## src/ucl_pkg.sv

```systemverilog
// Purpose: shared constants and types of the channel control block
// Assumes: one 10 MHz clock, plain register port
// Notes:   offsets are byte indices on the register port
package ucl_pkg;
   // ==========================================================
   // register map
   localparam logic [3:0] UCL_ADDR_LINE_CONTROL  = 4'h3;
   localparam logic [3:0] UCL_ADDR_MODEM_CONTROL = 4'h4;
   localparam logic [3:0] UCL_ADDR_MODEM_STATUS  = 4'h6;
   localparam logic [3:0] UCL_ADDR_INT_STATUS    = 4'h8;
   localparam logic [3:0] UCL_ADDR_INT_MASK      = 4'h9;
   localparam logic [3:0] UCL_ADDR_PAUSE_CODE    = 4'ha;
   localparam logic [3:0] UCL_ADDR_RESUME_CODE   = 4'hb;
   localparam logic [3:0] UCL_ADDR_FLOW_CTRL     = 4'hc;
   localparam logic [3:0] UCL_ADDR_PIN_FUNC      = 4'hd;
   // ==========================================================
   // reset values
   localparam logic [7:0] UCL_RST_BYTE   = 8'h00;
   localparam logic [7:0] UCL_RST_PAUSE  = 8'h13;
   localparam logic [7:0] UCL_RST_RESUME = 8'h11;
   // ==========================================================
   // field positions
   localparam int UCL_MC_DIV4   = 7;
   localparam int UCL_MC_IR     = 6;
   localparam int UCL_MC_ANY    = 5;
   localparam int UCL_MC_LOOP   = 4;
   localparam int UCL_MC_AUX2   = 3;
   localparam int UCL_MC_AUX1   = 2;
   localparam int UCL_MC_RTS    = 1;
   localparam int UCL_MC_DTR    = 0;
   localparam int UCL_FC_EN     = 0;
   localparam int UCL_INT_MODEM = 0;
   localparam int UCL_INT_RESUME = 1;
   localparam int UCL_INT_HALT  = 2;
   localparam int UCL_INT_W     = 3;
   localparam logic [3:0] UCL_BITS_BASE = 4'h5;
   // ==========================================================
   // pre-divider
   localparam logic [1:0] UCL_DIV4_LAST = 2'h3;
   localparam logic [1:0] UCL_DIV1_LAST = 2'h0;
   // ==========================================================
   // types
   typedef enum logic [1:0] {
      UCL_PIN_AUX, UCL_PIN_BAUD, UCL_PIN_RXRDY
   } ucl_pin_func_t;
   typedef struct packed {
      logic dcd;
      logic ri;
      logic dsr;
      logic cts;
   } ucl_modem_t;
   typedef struct packed {
      logic [3:0] addr;
      logic [7:0] wdata;
      logic       wr;
      logic       rd;
   } ucl_bus_req_t;
endpackage : ucl_pkg

```

## src/ucl_channel.sv

```systemverilog
// Purpose: per-channel line and modem control of a serial port
// Assumes: transmitter, receiver and fifo sit outside on mclk
// Notes:   modem pins are active low; all outputs registered
//
// The plain strobed port is this design's own decision.
`timescale 1ns/1ps
`default_nettype none
module ucl_channel
   import ucl_pkg::*;
(
   input  wire logic                  mclk,
   input  wire logic                  sys_rst,
   input  wire ucl_pkg::ucl_bus_req_t bus_req,
   output var  logic [7:0]            rd_data,
   output var  logic                  irq,
   input  wire logic                  serial_rx_pin,
   output var  logic                  serial_tx_pin,
   input  wire ucl_pkg::ucl_modem_t   modem_in_n,
   output var  logic                  dtr_n,
   output var  logic                  rts_n,
   output var  logic                  aux_pin,
   input  wire logic                  receive_ready_signal,
   input  wire logic                  tsr_out,
   output var  logic                  rsr_in,
   input  wire logic                  rx_char_valid,
   input  wire logic [7:0]            rx_char,
   output var  logic                  rx_store,
   output var  logic                  tx_halted,
   output var  logic [3:0]            char_bits,
   output var  logic                  prediv_tick
);
   import ucl_pkg::*;

   logic [7:0]           line_control_reg, line_control_next;
   logic [7:0]           modem_control_reg, modem_control_next;
   logic [7:0]           pause_code_reg, pause_code_next;
   logic [7:0]           resume_code_reg, resume_code_next;
   logic                 flow_en_reg, flow_en_next;
   ucl_pin_func_t        pin_func_reg, pin_func_next;
   logic [UCL_INT_W-1:0] int_status_reg, int_status_next;
   logic [UCL_INT_W-1:0] int_mask_reg, int_mask_next;
   logic [7:0]           rd_next;
   logic                 irq_next;
   logic [3:0]           delta_reg, delta_next;
   ucl_modem_t           state_reg, state_next;
   ucl_modem_t           state_src;
   ucl_modem_t           pins_sync;
   logic [0:0]           rx_sync;
   logic                 halt_next, store_next;
   logic                 resume_ev, halt_ev;
   logic                 tx_next, rsr_next;
   logic                 dtr_next, rts_next, aux_next;
   logic                 baud_reg, baud_next;
   logic [3:0]           bits_next;
   logic                 loop;
   logic                 div_tick;
   logic                 ir_pulse_reg, ir_pulse_next;
   logic                 loop_reg, loop_next;
   logic                 wr_hit_status;

   // ==========================================================
   // input synchronisers and pre-divider
   ucl_sync #(.W(4)) u_modem_sync (
      .mclk    (mclk),
      .sys_rst (sys_rst),
      .d_async (modem_in_n),
      .rst_val (4'hf),
      .q_sync  (pins_sync)
   );
   ucl_sync #(.W(1)) u_rx_sync (
      .mclk    (mclk),
      .sys_rst (sys_rst),
      .d_async (serial_rx_pin),
      .rst_val (1'b1),
      .q_sync  (rx_sync)
   );
   ucl_prediv u_prediv (
      .mclk     (mclk),
      .sys_rst  (sys_rst),
      .div4_sel (modem_control_reg[UCL_MC_DIV4]),
      .div_tick (div_tick)
   );

   // ==========================================================
   // register file
   assign wr_hit_status = bus_req.wr && bus_req.addr == UCL_ADDR_INT_STATUS;
   always_comb begin
      line_control_next  = line_control_reg;
      modem_control_next = modem_control_reg;
      pause_code_next    = pause_code_reg;
      resume_code_next   = resume_code_reg;
      flow_en_next       = flow_en_reg;
      pin_func_next      = pin_func_reg;
      int_mask_next      = int_mask_reg;
      rd_next            = UCL_RST_BYTE;
      if (bus_req.wr) begin
         if (bus_req.addr == UCL_ADDR_LINE_CONTROL) begin
            line_control_next = bus_req.wdata;
         end else if (bus_req.addr == UCL_ADDR_MODEM_CONTROL) begin
            modem_control_next = bus_req.wdata;
         end else if (bus_req.addr == UCL_ADDR_INT_MASK) begin
            int_mask_next = bus_req.wdata[UCL_INT_W-1:0];
         end else if (bus_req.addr == UCL_ADDR_PAUSE_CODE) begin
            pause_code_next = bus_req.wdata;
         end else if (bus_req.addr == UCL_ADDR_RESUME_CODE) begin
            resume_code_next = bus_req.wdata;
         end else if (bus_req.addr == UCL_ADDR_FLOW_CTRL) begin
            flow_en_next = bus_req.wdata[UCL_FC_EN];
         end else if (bus_req.addr == UCL_ADDR_PIN_FUNC) begin
            pin_func_next = (bus_req.wdata[1:0] == 2'h3) ?
                            UCL_PIN_AUX : ucl_pin_func_t'(bus_req.wdata[1:0]);
         end
      end
      if (bus_req.rd) begin
         if (bus_req.addr == UCL_ADDR_LINE_CONTROL) begin
            rd_next = line_control_reg;
         end else if (bus_req.addr == UCL_ADDR_MODEM_CONTROL) begin
            rd_next = modem_control_reg;
         end else if (bus_req.addr == UCL_ADDR_MODEM_STATUS) begin
            rd_next = {state_reg.dcd, state_reg.ri, state_reg.dsr,
                       state_reg.cts, delta_reg};
         end else if (bus_req.addr == UCL_ADDR_INT_STATUS) begin
            rd_next = {5'h00, int_status_reg};
         end else if (bus_req.addr == UCL_ADDR_INT_MASK) begin
            rd_next = {5'h00, int_mask_reg};
         end else if (bus_req.addr == UCL_ADDR_PAUSE_CODE) begin
            rd_next = pause_code_reg;
         end else if (bus_req.addr == UCL_ADDR_RESUME_CODE) begin
            rd_next = resume_code_reg;
         end else if (bus_req.addr == UCL_ADDR_FLOW_CTRL) begin
            rd_next = {7'h00, flow_en_reg};
         end else if (bus_req.addr == UCL_ADDR_PIN_FUNC) begin
            rd_next = {6'h00, pin_func_reg};
         end
      end
      if (sys_rst) begin
         line_control_next  = UCL_RST_BYTE;
         modem_control_next = UCL_RST_BYTE;
         pause_code_next    = UCL_RST_PAUSE;
         resume_code_next   = UCL_RST_RESUME;
         flow_en_next       = 1'b0;
         pin_func_next      = UCL_PIN_AUX;
         int_mask_next      = '0;
         rd_next            = UCL_RST_BYTE;
      end
   end
   always_ff @(posedge mclk) begin
      line_control_reg  <= line_control_next;
      modem_control_reg <= modem_control_next;
      pause_code_reg    <= pause_code_next;
      resume_code_reg   <= resume_code_next;
      flow_en_reg       <= flow_en_next;
      pin_func_reg      <= pin_func_next;
      int_mask_reg      <= int_mask_next;
      rd_data           <= rd_next;
   end

   // ==========================================================
   // software flow control with resume on any character
   always_comb begin
      halt_ev    = 1'b0;
      resume_ev  = 1'b0;
      halt_next  = tx_halted;
      store_next = rx_char_valid;
      if (rx_char_valid && flow_en_reg) begin
         if (rx_char == pause_code_reg) begin
            halt_ev    = !tx_halted;
            halt_next  = 1'b1;
            store_next = 1'b0;
         end else if (rx_char == resume_code_reg) begin
            resume_ev  = tx_halted;
            halt_next  = 1'b0;
            store_next = 1'b0;
         end else if (tx_halted && modem_control_reg[UCL_MC_ANY]) begin
            resume_ev  = 1'b1;
            halt_next  = 1'b0;
            store_next = 1'b1;
         end
      end
      if (!flow_en_reg) begin
         halt_next = 1'b0;
      end
      if (sys_rst) begin
         halt_next  = 1'b0;
         store_next = 1'b0;
      end
   end
   always_ff @(posedge mclk) begin
      tx_halted <= halt_next;
      rx_store  <= store_next;
   end

   // ==========================================================
   // modem status, delta bits
   assign loop = modem_control_reg[UCL_MC_LOOP];
   always_comb begin
      if (loop) begin
         state_src.cts = modem_control_reg[UCL_MC_RTS];
         state_src.dsr = modem_control_reg[UCL_MC_DTR];
         state_src.ri  = modem_control_reg[UCL_MC_AUX1];
         state_src.dcd = modem_control_reg[UCL_MC_AUX2];
      end else begin
         state_src = ~pins_sync;
      end
      state_next = state_src;
      delta_next = delta_reg | (state_src ^ state_reg);
      if (bus_req.rd && bus_req.addr == UCL_ADDR_MODEM_STATUS) begin
         delta_next = state_src ^ state_reg;
      end
      if (sys_rst) begin
         state_next = '0;
         delta_next = 4'h0;
      end
   end
   always_ff @(posedge mclk) begin
      state_reg <= state_next;
      delta_reg <= delta_next;
   end

   // ==========================================================
   // interrupt status and output
   always_comb begin
      int_status_next = int_status_reg;
      if (wr_hit_status) begin
         int_status_next = int_status_reg & ~bus_req.wdata[UCL_INT_W-1:0];
      end
      if (|(state_src ^ state_reg)) begin
         int_status_next[UCL_INT_MODEM] = 1'b1;
      end
      if (resume_ev) begin
         int_status_next[UCL_INT_RESUME] = 1'b1;
      end
      if (halt_ev) begin
         int_status_next[UCL_INT_HALT] = 1'b1;
      end
      irq_next = |(int_status_next & int_mask_reg);
      if (sys_rst) begin
         int_status_next = '0;
         irq_next        = 1'b0;
      end
   end
   always_ff @(posedge mclk) begin
      int_status_reg <= int_status_next;
      irq            <= irq_next;
   end

   // ==========================================================
   // serial path, modem pins, aux pin, baud clock
   always_comb begin
      loop_next     = loop_reg;
      baud_next     = baud_reg;
      ir_pulse_next = 1'b0;
      if (div_tick) begin
         loop_next     = loop;
         baud_next     = !baud_reg;
         ir_pulse_next = !baud_reg;
      end
      if (loop_reg) begin
         tx_next  = 1'b1;
         rsr_next = tsr_out;
      end else if (modem_control_reg[UCL_MC_IR]) begin
         tx_next  = !tsr_out && ir_pulse_reg;
         rsr_next = !rx_sync[0];
      end else begin
         tx_next  = tsr_out;
         rsr_next = rx_sync[0];
      end
      dtr_next = loop || !modem_control_reg[UCL_MC_DTR];
      rts_next = loop || !modem_control_reg[UCL_MC_RTS];
      if (pin_func_reg == UCL_PIN_BAUD) begin
         aux_next = baud_reg;
      end else if (pin_func_reg == UCL_PIN_RXRDY) begin
         aux_next = receive_ready_signal;
      end else begin
         aux_next = loop || !modem_control_reg[UCL_MC_AUX2];
      end
      bits_next = UCL_BITS_BASE + {2'h0, line_control_reg[1:0]};
      if (sys_rst) begin
         loop_next     = 1'b0;
         baud_next     = 1'b0;
         ir_pulse_next = 1'b0;
         tx_next       = 1'b1;
         rsr_next      = 1'b1;
         dtr_next      = 1'b1;
         rts_next      = 1'b1;
         aux_next      = 1'b1;
         bits_next     = UCL_BITS_BASE;
      end
   end
   always_ff @(posedge mclk) begin
      loop_reg      <= loop_next;
      baud_reg      <= baud_next;
      ir_pulse_reg  <= ir_pulse_next;
      serial_tx_pin <= tx_next;
      rsr_in        <= rsr_next;
      dtr_n         <= dtr_next;
      rts_n         <= rts_next;
      aux_pin       <= aux_next;
      char_bits     <= bits_next;
      prediv_tick   <= div_tick && !sys_rst;
   end
endmodule : ucl_channel
`default_nettype wire

```

## src/ucl_prediv.sv

```systemverilog
// Purpose: divide-by-1 or divide-by-4 pre-divider
// Assumes: ratio select from the same clock domain
// Notes:   ratio is taken only at a divided edge
`timescale 1ns/1ps
`default_nettype none
module ucl_prediv
   import ucl_pkg::*;
(
   input  wire logic mclk,
   input  wire logic sys_rst,
   input  wire logic div4_sel,
   output var  logic div_tick
);
   import ucl_pkg::*;
   logic [1:0] cnt_reg;
   logic [1:0] cnt_next;
   logic [1:0] last_reg;
   logic [1:0] last_next;
   logic       tick_next;
   // ==========================================================
   // counter, ratio latched at wrap
   always_comb begin
      tick_next = (cnt_reg == last_reg);
      cnt_next  = tick_next ? 2'h0 : cnt_reg + 2'h1;
      last_next = last_reg;
      if (tick_next) begin
         last_next = div4_sel ? UCL_DIV4_LAST : UCL_DIV1_LAST;
      end
      if (sys_rst) begin
         cnt_next  = 2'h0;
         last_next = UCL_DIV1_LAST;
         tick_next = 1'b0;
      end
   end
   always_ff @(posedge mclk) begin
      cnt_reg  <= cnt_next;
      last_reg <= last_next;
      div_tick <= tick_next;
   end
endmodule : ucl_prediv
`default_nettype wire

```

## src/ucl_sync.sv

```systemverilog
// Purpose: two-stage synchroniser for pin inputs
// Assumes: inputs are asynchronous to mclk
// Notes:   first stage feeds only the second
`timescale 1ns/1ps
`default_nettype none
module ucl_sync #(
   parameter int W = 4
) (
   input  wire logic         mclk,
   input  wire logic         sys_rst,
   input  wire logic [W-1:0] d_async,
   input  wire logic [W-1:0] rst_val,
   output var  logic [W-1:0] q_sync
);
   // ==========================================================
   // per-bit stages
   genvar i;
   generate
      for (i = 0; i < W; i++) begin : g_bit
         logic s1_reg;
         logic s1_next;
         logic s2_next;
         always_comb begin
            s1_next = sys_rst ? rst_val[i] : d_async[i];
            s2_next = sys_rst ? rst_val[i] : s1_reg;
         end
         always_ff @(posedge mclk) begin
            s1_reg    <= s1_next;
            q_sync[i] <= s2_next;
         end
      end
   endgenerate
endmodule : ucl_sync
`default_nettype wire
```

## config.mk

```make
export PLATFORM = sky130hd
export DESIGN_NAME = ucl_channel
export DESIGN_NICKNAME = d
export VERILOG_FILES = /design/src/ucl_pkg.sv /design/src/ucl_channel.sv /design/src/ucl_prediv.sv /design/src/ucl_sync.sv
export SDC_FILE = /design/constraint.sdc
export NUM_CORES = 1
export LEC_CHECK = 0
export ABC_AREA = 1
export ABC_CLOCK_PERIOD_IN_PS = 1740
export BUFFER_PORTS_ARGS = -buffer_cell sky130_fd_sc_hd__buf_2
export CAP_MARGIN = 20
export CORE_MARGIN = 2
export CORE_UTILIZATION = 35
export DETAILED_ROUTE_END_ITERATION = 12
export PLACE_DENSITY = 0.62
export SLEW_MARGIN = 10
export SYNTH_ARGS = -nofsm -noshare
export SYNTH_HDL_FRONTEND = slang
export SYNTH_SLANG_ARGS = --single-unit
```

## constraint.sdc

```tcl
create_clock -name mclk -period 1.74 [get_ports mclk]
set_clock_uncertainty 0.1 [all_clocks]
set_input_delay 0.348 -clock mclk [delete_from_list [all_inputs] [get_ports mclk]]
set_output_delay 0.348 -clock mclk [all_outputs]
set_load 0.01 [all_outputs]
```

==> summary.txt <==
Max clock buf depth - 2
CTS tree - built
Register area share after synthesis - 45.8%
Cell area after synthesis - 3800 sq um
Distinct cells, synth - 32
Ys flop type - dfxtp_1
Final setup vio count - 0
Initial DRC count - 228
Critical-path maximum fanout - 9
YS warnings - 0
H-tree level count - 3
Filler instances - 1,146
DP HPWL - 7690 um
Clock Latency Late Sink - 0.37 ns
Critical path arrival - 1.68 ns
Mapped Cells - 524
GRT Util Overall - 18.3%
Hold_buf cts - 0
Global-route wire length before repair - 16,300 um
Post-Layout Cell Count - 731
Worst Setup Path Type - register to register
Max Cap Viol - 0
DRT Pass-1 Iters - 4
Die Width - 108 um
Number of enable flip-flop cells after synthesis - 0
Ys async rst share - 0%
WL final - 10,100 um
Placed cells - 715
Reg2Reg Depth - 10
Core footprint - 10,700 sq um
# diodes - 0
Tightest Pin Transition - 0.449 ns
R2R Path End - irq
Hold Violations, Final - 0
CTS Buf Count - 9
CTS root buf - clkbuf_8
Maximum VDD drop - 0.329 mV
Initial core utilization - 35.5%
Buffers on Ports - 52
Status - finished clean
Total power - 0.00381 W
WL per Instance - 13.9 um
FF+latch count, synth - 87
Clk sinks - 87
Setup crit end kind - register
Reg2Reg Setup Slack - 0.22 ns
Share of post-route cells with drive strength above 1 - 18.4%
Vias per cell - 4.82
Total number of vias - 3,522
Reg clk slew, reported paths - 0.09 ns
Vias in the first global route - 3,344
Row count - 38
DRT antenna net count - 0
DRC - 0
Pwr dens - 851 nW/um^2
Crit path from - modem_control_reg[4]
# IOs - 53
Gpl congestion - 0.862
Slew Limit Fails - 0
Worst EP required - 1.90 ns
Remaining global-route overflow - 0
RSZ-0062 raised after global routing - false
Net Count, Synth - 557
Fin crit period - 1.52 ns
Startpoint Class - register
Slew margin rel. - 70.0%
FMAX - 0.657 GHz
Syn Area/Cell - 7.26 sq um
Die area - 11,700 sq um
Synth-to-Final Area Change - 17.7%
Initial antenna violation count - 0
Die height - 108 um
HP Class - input pin to register
Largest net degree at the start of global routing - 35
Crit path capture - irq
Worst r2r src - modem_control_reg[4]
Post-route clock period utilization - 87.4%
Nets - 619
Leak Pwr - 2.00 nW
through the flow:
stage / utilization [%] / setup slack (ns) / setup TNS (ns) / hold slack, ns / area (sq um)
after global routing: 41.8 / 0.0431 / 0 / 0.0395 / 4480
after detailed placement: 40.1 / -0.0253 / -0.0253 / 0.293 / 4290
after floorplan: - / 0.244 / 0 / 0.289 / 3800
after CTS: 41.8 / 0.0633 / 0 / 0.0365 / 4480
after global placement: 40.1 / -0.0484 / -0.0484 / 0.292 / 4290
final: 41.8 / 0.219 / 0 / 0.0552 / 4480
logic make-up (layout without fill, tap and decap cells):
family,after synthesis,count (layout),synth area share [%]
and+or+nand+nor,229,229,26.6
AOI/OAI and AO/OA,109,109,15.7
xor gates and xnor gates,10,10,2.30
adders and majority gates,1,1,0.329
DFF,87,87,45.8
buffers and inverters,88,155,9.28
synth_stat cells (all sizes together) (4+ instances only):
library cell	instances	area [sq um]
nor3	7	35.0
a21oi	49	245
o22ai	5	31.3
inv	72	270
clkbuf	9	33.8
nor2	41	188
o21ai	38	198
buf	7	48.8
nand4	5	31.3
nand3	29	150
or2	11	68.8
xnor2	10	87.6
a31oi	9	56.3
nand2	135	529
o211ai	4	35.0
dfxtp	87	1740
repair_timing:
| action | CTS | global route |
|---|---|---|
| setup endpoints to repair | 0 | 1 |
| resized for setup | 0 | 2 |
| hold endpoints to repair | 0 | 0 |
| buffers inserted | 0 | 0 |
layout by cell type (no fill, tap or decap), types with 5 or more instances in the layout:
master,instances
nand4_1,5
buf_2,52
dfxtp_1,86
nand2_1,132
nor2_1,37
buf_4,13
a21oi_1,49
o21ai_1,7
o21ai_0,29
inv_1,68
or2_2,11
nand3_1,28
clkbuf_8,10
a31oi_1,9
nor3_1,7
xnor2_1,10
o22ai_1,5
where the power goes:
group          total (W)  internal [W]  switching [W]
logic           0.000381      0.000147       0.000234
clock network    0.00134      0.000574       0.000765
registers        0.00209       0.00205      0.0000395
cell type report:
| class | count | area [sq um] | area share (%) |
|---|---|---|---|
| Sequential cell | 87 | 1740 | 38.9 |
| Multi-Input combinational cell | 349 | 1710 | 38.1 |
| Timing Repair Buffer | 67 | 398 | 8.89 |
| Inverter | 72 | 270 | 6.04 |
| Tap cell | 140 | 175 | 3.91 |
| Clock buffer | 11 | 141 | 3.16 |
| Clock inverter | 5 | 41.3 | 0.922 |
critical path: stages, from the launching register on:
cell     delay, ns
dfxtp_2       0.39
o21ai_0       0.25
inv_1         0.10
nand2_1       0.08
nand2_1       0.05
nor2_1        0.11
nand3_1       0.10
nand2_1       0.07
nand2_1       0.05
nand2_1       0.05
nand2_1       0.06
how the worst min path moves through the flow:
stage	endpoint	from	slack [ns]	depth (start not counted)
CTS	u_rx_sync.g_bit[0].s1_reg	serial_rx_pin	0.04	2
global placement	u_modem_sync.q_sync[0]	u_modem_sync.g_bit[0].s1_reg	0.29	1
global route	u_rx_sync.g_bit[0].s1_reg	serial_rx_pin	0.04	2
floorplan	u_modem_sync.q_sync[0]	u_modem_sync.g_bit[0].s1_reg	0.29	1
detailed placement	u_modem_sync.q_sync[0]	u_modem_sync.g_bit[0].s1_reg	0.29	1
finish	u_rx_sync.g_bit[0].s1_reg	serial_rx_pin	0.06	2
per-layer routing:
| layer | track usage [%] | wire length (um) | up-vias |
|---|---|---|---|
| li1 | - | - | 1803 |
| met1 | 23.7 | 4660 | 1599 |
| met2 | 29.6 | 4650 | 104 |
| met3 | 4.88 | 621 | 16 |
| met4 | 5.95 | 197 | 0 |
| met5 | 0 | 0 | - |
(Power assumes the default switching activity.)
